File: config.mk
export PLATFORM = sky130hd
export DESIGN_NAME = tsrs_regs
export DESIGN_NICKNAME = d
export VERILOG_FILES = /design/src/hdl/tsrs_pkg.sv /design/src/hdl/tsrs_filter.sv /design/src/hdl/tsrs_regs.sv
export SDC_FILE = /design/constraint.sdc
export NUM_CORES = 1
export LEC_CHECK = 0
export BUFFER_PORTS_ARGS = -buffer_cell sky130_fd_sc_hd__buf_2
export CORE_UTILIZATION = 40
export CTS_BUF_LIST = sky130_fd_sc_hd__clkbuf_4 sky130_fd_sc_hd__clkbuf_8 sky130_fd_sc_hd__clkbuf_16
export CTS_CLUSTER_SIZE = 16
export DETAILED_ROUTE_END_ITERATION = 10
export SYNTH_ARGS = -nofsm -noshare
export SYNTH_HDL_FRONTEND = slang
export SYNTH_HIERARCHICAL = 1
export SYNTH_SLANG_ARGS = --single-unit
export TNS_END_PERCENT = 10
File: constraint.sdc
create_clock -name clk -period 3.5 [get_ports clk]
set_input_delay 0.525 -clock clk [delete_from_list [all_inputs] [get_ports clk]]
set_output_delay 0.525 -clock clk [all_outputs]
set_load 0.02 [all_outputs]
File: src/hdl/tsrs_pkg.sv
// Shared constants and types for the thermal supervisor register set
package tsrs_pkg;

  // ------------------------------------------------------------
  // Register pointer codes
  // ------------------------------------------------------------
  localparam logic [7:0] TSRS_PTR_TEMP = 8'h00;
  localparam logic [7:0] TSRS_PTR_CFG = 8'h01;
  localparam logic [7:0] TSRS_PTR_HYST = 8'h02;
  localparam logic [7:0] TSRS_PTR_SET = 8'h03;

  // ------------------------------------------------------------
  // Values after reset
  // ------------------------------------------------------------
  localparam logic [8:0] TSRS_TEMP_RESET = 9'h000;
  localparam logic [8:0] TSRS_HYST_RESET = 9'h096;
  localparam logic [8:0] TSRS_SET_RESET = 9'h0A0;
  localparam logic [7:0] TSRS_CFG_RESET = 8'h00;
  localparam logic [7:0] TSRS_PTR_RESET = 8'h00;

  // ------------------------------------------------------------
  // Configuration bit positions
  // ------------------------------------------------------------
  localparam int TSRS_CFG_FLAG = 7;
  localparam int TSRS_CFG_MASK = 6;
  localparam int TSRS_CFG_ZONE = 5;
  localparam int TSRS_CFG_DEPTH_HI = 4;
  localparam int TSRS_CFG_DEPTH_LO = 3;
  localparam int TSRS_CFG_POL = 2;
  localparam int TSRS_CFG_MODE = 1;
  localparam int TSRS_CFG_PDN = 0;

  // Position of values in the 16-bit serial word
  localparam int TSRS_VAL_LSB = 7;
  localparam int TSRS_BYTE_LSB = 8;

  // ------------------------------------------------------------
  // Filter depths in conversions
  // ------------------------------------------------------------
  localparam logic [2:0] TSRS_DEPTH_1 = 3'h1;
  localparam logic [2:0] TSRS_DEPTH_2 = 3'h2;
  localparam logic [2:0] TSRS_DEPTH_4 = 3'h4;
  localparam logic [2:0] TSRS_DEPTH_6 = 3'h6;

  // ------------------------------------------------------------
  // Types
  // ------------------------------------------------------------
  typedef enum logic [1:0] {
    TSRS_ARM_OVER = 2'b01,
    TSRS_ARM_UNDER = 2'b10
  } tsrs_arm_t;

  typedef struct packed {
    logic ptr_wr;
    logic [7:0] ptr;
    logic reg_wr;
    logic [15:0] wdata;
    logic reg_rd;
  } tsrs_host_req_t;

  typedef struct packed {
    logic [8:0] temp;
    logic [7:0] cfg;
    logic [8:0] hyst;
    logic [8:0] setp;
    logic [7:0] ptr;
    tsrs_arm_t arm;
    logic cmp_alert;
    logic int_alert;
    logic [15:0] rdata;
    logic rd_valid;
    logic alert_oe;
  } tsrs_state_t;

  typedef struct packed {
    logic [2:0] over_cnt;
    logic [2:0] under_cnt;
    logic over_q;
    logic under_q;
  } tsrs_filt_t;

  localparam tsrs_state_t TSRS_STATE_RESET = '{
    temp: TSRS_TEMP_RESET, cfg: TSRS_CFG_RESET, hyst: TSRS_HYST_RESET,
    setp: TSRS_SET_RESET, ptr: TSRS_PTR_RESET, arm: TSRS_ARM_OVER,
    cmp_alert: 1'b0, int_alert: 1'b0, rdata: 16'h0000, rd_valid: 1'b0,
    alert_oe: 1'b0};

  localparam tsrs_filt_t TSRS_FILT_RESET = '{
    over_cnt: 3'h0, under_cnt: 3'h0, over_q: 1'b0, under_q: 1'b0};

endpackage

File: src/hdl/tsrs_filter.sv
// Consecutive-conversion filter for over and under threshold events
`timescale 1ns/1ps
module tsrs_filter
  import tsrs_pkg::*;
(
  // Clock and reset
  input wire logic clk,
  input wire logic reset,
  // Conversion result and thresholds
  input wire logic conv,
  input wire logic [8:0] result,
  input wire logic [8:0] hyst,
  input wire logic [8:0] setp,
  input wire logic [1:0] depth_code,
  // Qualified events, one-cycle pulses
  output logic over_q,
  output logic under_q
);

  tsrs_filt_t f;
  tsrs_filt_t next_f;
  logic over;
  logic under;
  logic [2:0] depth;

  // ------------------------------------------------------------
  // Compare and count
  // ------------------------------------------------------------
  // Values are two's complement, so compare signed
  always_comb begin
    over = $signed(result) > $signed(setp);
    under = $signed(result) < $signed(hyst);
    case (depth_code)
      2'b00: depth = TSRS_DEPTH_1;
      2'b01: depth = TSRS_DEPTH_2;
      2'b10: depth = TSRS_DEPTH_4;
      2'b11: depth = TSRS_DEPTH_6;
      default: depth = TSRS_DEPTH_1;
    endcase
    next_f = f;
    next_f.over_q = 1'b0;
    next_f.under_q = 1'b0;
    if (conv) begin
      // Saturate at the deepest setting so a shallower one still qualifies
      next_f.over_cnt = over ? ((f.over_cnt == TSRS_DEPTH_6) ?
        TSRS_DEPTH_6 : f.over_cnt + 3'h1) : 3'h0;
      next_f.under_cnt = under ? ((f.under_cnt == TSRS_DEPTH_6) ?
        TSRS_DEPTH_6 : f.under_cnt + 3'h1) : 3'h0;
      next_f.over_q = over && (next_f.over_cnt >= depth);
      next_f.under_q = under && (next_f.under_cnt >= depth);
    end
  end

  // State register
  always_ff @(posedge clk) begin
    if (reset) begin
      f <= TSRS_FILT_RESET;
    end else begin
      f <= next_f;
    end
  end

  assign over_q = f.over_q;
  assign under_q = f.under_q;
endmodule

File: src/hdl/tsrs_regs.sv
// Register set of the thermal supervisor: pointer, registers, alert pin
//
// Behaviour
// - Pointer codes 0-3 pick the four registers
// - Temperature read in bits 15..7, rest zero
// - Temperature zero at reset, then last conversion
// - Thresholds reset to 75 and 80 degrees
// - Configuration resets to all zeros
// - Bit 7 event flag, read only
// - Bit 6 mask releases alert pin
// - Bit 5 selects remote or local zone
// - Bits 4..3 set depth 1,2,4,6
// - Bit 2 sets alert polarity
// - Bit 1 picks interrupt or comparator mode
// - Bit 0 enters low-power shutdown
// - Qualified event sets the event flag; in interrupt mode only the armed one does
// - Configuration read clears event flag
// - Comparator alert holds until under hysteresis
// - Interrupt mode: read or shutdown clears
// - Events need consecutive qualifying conversions
`timescale 1ns/1ps
module tsrs_regs
  import tsrs_pkg::*;
(
  // Clock and reset
  input wire logic clk,
  input wire logic reset,
  // Access from the serial port engine
  input wire tsrs_host_req_t req,
  output logic [15:0] reg_rdata,
  output logic rd_valid,
  // Converter side
  input wire logic conv_done,
  input wire logic [8:0] conv_result,
  output logic zone_remote,
  output logic power_down,
  // Open-drain alert pin
  output logic alert_out,
  output logic alert_oe
);

  tsrs_state_t s;
  tsrs_state_t next_s;
  logic conv;
  logic ev_over;
  logic ev_under;
  logic asserted;
  logic [7:0] wcfg;

  // Conversions are frozen while powered down
  assign conv = conv_done && !s.cfg[TSRS_CFG_PDN];

  // ------------------------------------------------------------
  // Event filter
  // ------------------------------------------------------------
  // Consecutive qualifying conversions before an event counts
  tsrs_filter u_filter (
    .clk(clk),
    .reset(reset),
    .conv(conv),
    .result(conv_result),
    .hyst(s.hyst),
    .setp(s.setp),
    .depth_code(s.cfg[TSRS_CFG_DEPTH_HI:TSRS_CFG_DEPTH_LO]),
    .over_q(ev_over),
    .under_q(ev_under)
  );

  // ------------------------------------------------------------
  // Next state
  // ------------------------------------------------------------
  // Clears are applied first so a same-cycle event still sets the flag
  always_comb begin
    next_s = s;
    next_s.rd_valid = 1'b0;
    wcfg = req.wdata[15:TSRS_BYTE_LSB];
    if (req.ptr_wr) begin
      next_s.ptr = req.ptr;
    end
    if (req.reg_wr) begin
      case (s.ptr)
        TSRS_PTR_CFG: begin
          next_s.cfg[6:0] = wcfg[6:0];
          if (wcfg[TSRS_CFG_MODE] && !s.cfg[TSRS_CFG_MODE]) begin
            next_s.arm = TSRS_ARM_OVER;
          end
          // Entering shutdown drops a pending interrupt
          if (wcfg[TSRS_CFG_PDN] && !s.cfg[TSRS_CFG_PDN] &&
              s.cfg[TSRS_CFG_MODE]) begin
            next_s.cfg[TSRS_CFG_FLAG] = 1'b0;
            next_s.int_alert = 1'b0;
          end
        end
        TSRS_PTR_HYST: next_s.hyst = req.wdata[15:TSRS_VAL_LSB];
        TSRS_PTR_SET: next_s.setp = req.wdata[15:TSRS_VAL_LSB];
        default: ;
      endcase
    end
    if (req.reg_rd) begin
      next_s.rd_valid = 1'b1;
      case (s.ptr)
        TSRS_PTR_TEMP: next_s.rdata = {s.temp, 7'h00};
        TSRS_PTR_CFG: next_s.rdata = {s.cfg, 8'h00};
        TSRS_PTR_HYST: next_s.rdata = {s.hyst, 7'h00};
        TSRS_PTR_SET: next_s.rdata = {s.setp, 7'h00};
        default: next_s.rdata = 16'h0000;
      endcase
      if (s.ptr == TSRS_PTR_CFG) begin
        next_s.cfg[TSRS_CFG_FLAG] = 1'b0;
      end
      if (s.cfg[TSRS_CFG_MODE]) begin
        next_s.cfg[TSRS_CFG_FLAG] = 1'b0;
        next_s.int_alert = 1'b0;
      end
    end
    if (conv) begin
      next_s.temp = conv_result;
    end
    // Comparator alert follows qualified events with hysteresis
    if (ev_over) begin
      next_s.cmp_alert = 1'b1;
    end else if (ev_under) begin
      next_s.cmp_alert = 1'b0;
    end
    if (!s.cfg[TSRS_CFG_MODE]) begin
      if (ev_over || ev_under) begin
        next_s.cfg[TSRS_CFG_FLAG] = 1'b1;
      end
    end else begin
      // Alternate over and under so one excursion raises one interrupt
      case (s.arm)
        TSRS_ARM_OVER: begin
          if (ev_over) begin
            next_s.cfg[TSRS_CFG_FLAG] = 1'b1;
            next_s.int_alert = 1'b1;
            next_s.arm = TSRS_ARM_UNDER;
          end
        end
        TSRS_ARM_UNDER: begin
          if (ev_under) begin
            next_s.cfg[TSRS_CFG_FLAG] = 1'b1;
            next_s.int_alert = 1'b1;
            next_s.arm = TSRS_ARM_OVER;
          end
        end
        default: next_s.arm = TSRS_ARM_OVER;
      endcase
    end
    asserted = next_s.cfg[TSRS_CFG_MODE] ? next_s.int_alert :
      next_s.cmp_alert;
    // Active high means releasing the pin; the mask always releases it
    next_s.alert_oe = !next_s.cfg[TSRS_CFG_MASK] &&
      (next_s.cfg[TSRS_CFG_POL] ? !asserted : asserted);
  end

  // State register
  always_ff @(posedge clk) begin
    if (reset) begin
      s <= TSRS_STATE_RESET;
    end else begin
      s <= next_s;
    end
  end

  // ------------------------------------------------------------
  // Outputs
  // ------------------------------------------------------------
  assign reg_rdata = s.rdata;
  assign rd_valid = s.rd_valid;
  assign zone_remote = s.cfg[TSRS_CFG_ZONE];
  assign power_down = s.cfg[TSRS_CFG_PDN];
  // Open drain only ever pulls low
  assign alert_out = 1'b0;
  assign alert_oe = s.alert_oe;
endmodule

# Word level (Yosys, flattened, before mapping)
# Index checks and enable logic that the tools add are counted.
# totals
ff_bits	73
output_inout_bits	21
# classes
addsub	2
magnitude_cmp	4
eq_ne	10
n_mux	39
n_bitwise	1
reduce_logical	18
# op_table
operator	count
$pmux 16 s4	1
$mux 26	1
$mux 1	19
$mux 18	1
$mux 9	2
$eq 8x2->1 const B	2
$mux 2	6
$mux 3	4
$pmux 3 s4	1
$gt 9x9->1	1
$lt 9x9->1	1
$eq 8x1->1 const B	1
$logic_not 8->1	1
$mux 8	1
$logic_and 1x1->1	7
$add 3x1->3 const B	2
$eq 2x2->1 const B	3
$eq 3x3->1 const B	2
$ge 3x3->1	2
$reduce_and 2->1	3
$eq 2x1->1 const B	2
$logic_not 1->1	4
$pmux 1 s2	2
$pmux 2 s2	1
other kinds (4)	4

# Depth between registers and ports, before layout
# logic_depth
word_depth	15
ltp_mapped	13
ltp_nobuf	12

# By module
# Netlist, hierarchy kept.
# modules_own_cells
mod	n_inst	cells_per_inst	area_per_inst_um2	seq_area_each_um2
tsrs_regs	1	276	2626.3	1161.1
tsrs_filter	1	131	1028.5	160.2

# Worst setup path before layout
# No wires, ideal clock.
# synth_timing
kind	input to register
from	in conv_result[1]
to	reg u_filter.f (netlist bit u_filter/under_q)
setup_ns	0.135
t_arrival_ns	2.566
t_required_ns	3.365
slack_ns	0.799
path_stages	12
cell_sequence	ha_1 -> a21o_1 -> a21oi_1 -> nor3_1 -> or2_1 -> buf_6 -> or3b_1 -> ha_1 -> nand2b_1 -> a21o_1 -> a21oi_1 -> nor4_1
# synth_via
elab_chain_len	4
# synth_lines
item	line	rtl
start, declared	tsrs_regs.sv:34	input wire logic [8:0] conv_result,
$lt 9x9->1 *	tsrs_filter.sv:32	under = $signed(result) < $signed(hyst);
$mux 3	tsrs_filter.sv:47	next_f.under_cnt = under ? ((f.under_cnt == TSRS_DEPTH_6) ?
$ge 3x3->1	tsrs_filter.sv:50	next_f.under_q = under && (next_f.under_cnt >= depth);
$logic_and 1x1->1 *	tsrs_filter.sv:50	
end signal, assigned	tsrs_filter.sv:59	f <= next_f;
end, declared	tsrs_filter.sv:20	tsrs_filt_t f;
# Every way passes the cells marked *; elsewhere a longest branch is shown, timed or not.
# A chain may end at the register's enable or synchronous reset.

# Worst setup path after layout
# layout_timing
from	reg s[45] (netlist name)
to	reg u_filter.f (netlist bit u_filter/under_q)
# layout_via
elab_chain_len	4
# layout_lines
item	line	rtl
start, declared	tsrs_regs.sv:42	tsrs_state_t s;
start signal, assigned	tsrs_regs.sv:161	s <= next_s;
$lt 9x9->1 *	tsrs_filter.sv:32	
$mux 3	tsrs_filter.sv:47	
$ge 3x3->1	tsrs_filter.sv:50	
$logic_and 1x1->1 *	tsrs_filter.sv:50	
# Marks and branches as above.

==> summary.md <==
| Metric | Value |
|---|---|
| DR iter-0 viols | 97 |
| R2R cell count | 11 |
| Pwr Density | 422 mW/mm^2 |
| Max-Cap Viols | 0 |
| Leak | 1.88 nW |
| Worst-path clk slew | 0.08 ns |
| Critical path endpoint category | register |
| Resized cells post-CTS | 0 |
| Hold_sp | req[25] |
| Setup repair bufs after CTS | 0 |
| Share of the synthesized area in the top cell type | 36.2% |
| Global route overflow | 0 |
| Diodes inserted | 0 |
| Most instantiated library cell after synthesis | dfxtp_1 |
| Final core occ | 46.8% |
| Minimum clock period | 2.75 ns |
| Unrepaired setup endpoints after global routing | false |
| Met3 track utilization from global routing | 3.53% |
| FF+latch count, synth | 66 |
| DR WL/cell | 15.0 um |
| Hold buffer count at CTS | 0 |
| Final setup viols | 0 |
| Share of cells above drive strength 1 | 19.5% |
| Setup slack, reg-to-reg | 0.75 ns |
| Final period util | 78.6% |
| Setup TNS | 0 ns |
| Fraction of met2 tracks used by global routing | 30.9% |
| Synth cell types | 52 |
| Placer Congestion | 0.892 |
| Final Skew | 0.0125 ns |
| Max Fanout on Critical Path | 7 |
| Yosys warns | 6 |
| Num CTS Buffers | 9 |
| Row count | 34 |
| RR Endpoint | u_filter/under_q$_SDFF_PP0_ |
| I/O pins | 60 |
| Crit path DAT | 2.96 ns |
| Area growth, synth to finish | 12.3% |
| Die area | 0.00952 mm^2 |
| Worst Path Required | 3.71 ns |
| Prevailing post-synth register cell | dfxtp_1 |
| Final nets | 509 |
| Worst slew pin tran | 0.914 ns |
| Slew Viols, Final | 0 |
| Worst-Skew Late Latency | 0.33 ns |
| Total power | 1.73 mW |
| Sequential share of the synthesized area | 36.2% |
| Clk buf depth | 2 |
| IO Port Bufs | 44 |
| Post-synth EDFFs | 0 |
| Area contributors post-synth | dfxtp_1 36%, ha_1 9.9%, mux2i_1 7.7%, nor2_1 5.1%, a21oi_1 5.1% |
| Maximum vdd drop | 0.303 mV |
| Pin count of the biggest net entering global routing | 51 |
| Startpoint types | register |
| DRC viols | 0 |
| GRT Max-Usage Layer | met2 |
| Vias per cell | 5.20 |
| Die Span Y | 97.6 um |
| Fillers | 860 |
| Worst rel slew slack | 39.1% |
| Vias | 2883 |
| Core Box Area | 0.00876 mm^2 |
| Total number of H-tree levels | 3 |
| Initial antenna violation count | 0 |
| Syn_area_per_cell | 8.98 um^2 |
| Fmax | 363 MHz |
| Detail Route Antenna Nets | 0 |
| Synth cell count leaders | 66 x dfxtp_1, 50 x nor2_1, 37 x a21oi_1 |
| CTS tree | built |
| Worst min path class | in2reg |
| Num Clock Sinks | 66 |
| Final HPWL DP | 6130 um |
| Initial core utilization | 41.7% |
| Reg2reg start | s[45]$_SDFFE_PP0P_ |
| WHS Endpoint | s[29]$_SDFFE_PP0P_ |
| Synth area leader | dfxtp_1 |
| Met1 usage | 23.9% |
| Post-synthesis cell area | 0.00365 mm^2 |
| Crit Path Category | reg2reg |
| Root Buffer | clkbuf_8 |
| Final Hold Viols | 0 |
| Number of global-route vias before repair | 2896 |
| Fraction of registers with async set or reset after synthesis | 0% |
| Gate Count Post-Synth | 407 |
| Total Routing Usage GR | 18.3% |
| Hold path cells | 3 |
| DRT Wirelength | 8320 um |
| DR pass1 iterations | 6 |
| Status | completed |
| First-pass GRT wire length | 14000 um |
| Die X | 97.6 um |
==> cells in the final DEF (no fill, tap or decap), types with 3 or more instances in the layout <==
master | Yosys | routed
clkbuf_8 | 0 | 10
inv_1 | 31 | 31
nand4_1 | 5 | 5
mux4_2 | 8 | 8
buf_2 | 2 | 44
mux2i_1 | 28 | 28
nand2_1 | 27 | 27
conb_1 | 1 | 8
nand3_1 | 3 | 3
o21ai_0 | 5 | 5
dfxtp_1 | 66 | 66
ha_1 | 29 | 29
a21oi_1 | 37 | 37
nor2_1 | 50 | 50
a21o_1 | 6 | 6
a211o_1 | 7 | 7
nor3_1 | 7 | 7
nand2b_1 | 7 | 7
buf_4 | 17 | 6
nor2b_1 | 16 | 16
==> how the worst max path moves through the flow <==
stage / from / to / slack (ns) / cells after the start
2_1_floorplan: conv_result[1] / u_filter/under_q$_SDFF_PP0_ / 0.80 / 12
3_3_place_gp: conv_result[1] / u_filter/under_q$_SDFF_PP0_ / 0.50 / 12
3_5_place_dp: conv_result[1] / u_filter/under_q$_SDFF_PP0_ / 0.48 / 12
4_1_cts: s[38]$_SDFFE_PP0P_ / u_filter/over_q$_SDFF_PP0_ / 0.76 / 12
5_1_grt: s[45]$_SDFFE_PP0P_ / u_filter/under_q$_SDFF_PP0_ / 0.50 / 11
6_report: s[45]$_SDFFE_PP0P_ / u_filter/under_q$_SDFF_PP0_ / 0.75 / 11
==> report_power, final <==
part	switching, mW	internal [mW]	leakage (nW)
combinational	0.125	0.0916	1.23
sequential	0.0184	0.775	0.537
clock	0.293	0.427	0.113
total	0.436	1.29	1.88
==> flip-flops by register name, indices dropped and copies added (netlist names) <==
| signal | flops |
|---|---|
| s | 45 |
| reg_rdata | 9 |
| u_filter/f | 6 |
| alert_oe | 1 |
| power_down | 1 |
| rd_valid | 1 |
| u_filter/over_q | 1 |
| u_filter/under_q | 1 |
| zone_remote | 1 |
==> area by class of cell <==
| type | count | area [um^2] | area share, % |
|---|---|---|---|
| well taps | 108 | 135 | 3.29 |
| multi-input cells | 282 | 2040 | 49.7 |
| clock inverters | 5 | 77.6 | 1.89 |
| inverters | 32 | 120 | 2.93 |
| clock buffers | 11 | 145 | 3.54 |
| repair buffers | 50 | 265 | 6.47 |
| flip-flops and latches | 66 | 1320 | 32.2 |
==> worst max-delay path: stages (launching register included) <==
cell,delay (ns)
dfxtp_1,0.38
inv_1,0.07
ha_1,0.29
a21o_1,0.19
a211oi_1,0.22
mux2i_1,0.21
or3b_1,0.40
ha_1,0.28
nand2b_1,0.10
a21o_1,0.11
a21oi_1,0.06
nor4_1,0.31
==> through the flow <==
step / cell area, um^2 / cells / hold WS, ns / setup WS (ns)
finish: 4100 / 554 / 0.425 / 0.749
global route: 4100 / 554 / 0.432 / 0.502
CTS: 4100 / 554 / 0.414 / 0.756
detailed placement: 3880 / 538 / 0.447 / 0.481
global placement: 3880 / 538 / 0.441 / 0.501
floorplan: 3680 / 414 / 0.433 / 0.799
==> cells by family (layout without fill, tap and decap cells) <==
family,Yosys count,in the layout,share of synthesized area (%)
AOI/OAI and AO/OA,71,71,12.8
adders and majority gates,29,29,9.93
buffers and inverters,66,98,8.80
DFF,66,66,36.2
muxes,36,36,12.6
other,1,8,0.103
and+or+nand+nor,138,138,19.6
==> routing by layer <==
layer  vias to the layer above  share of wire [%]
li1                       1450                  -
met1                      1362                 48
met2                        65                 48
met3                         6                3.5
met4                         0               0.73
met5                         -                  0
Note: power is estimated with default switching activity, not from simulation.
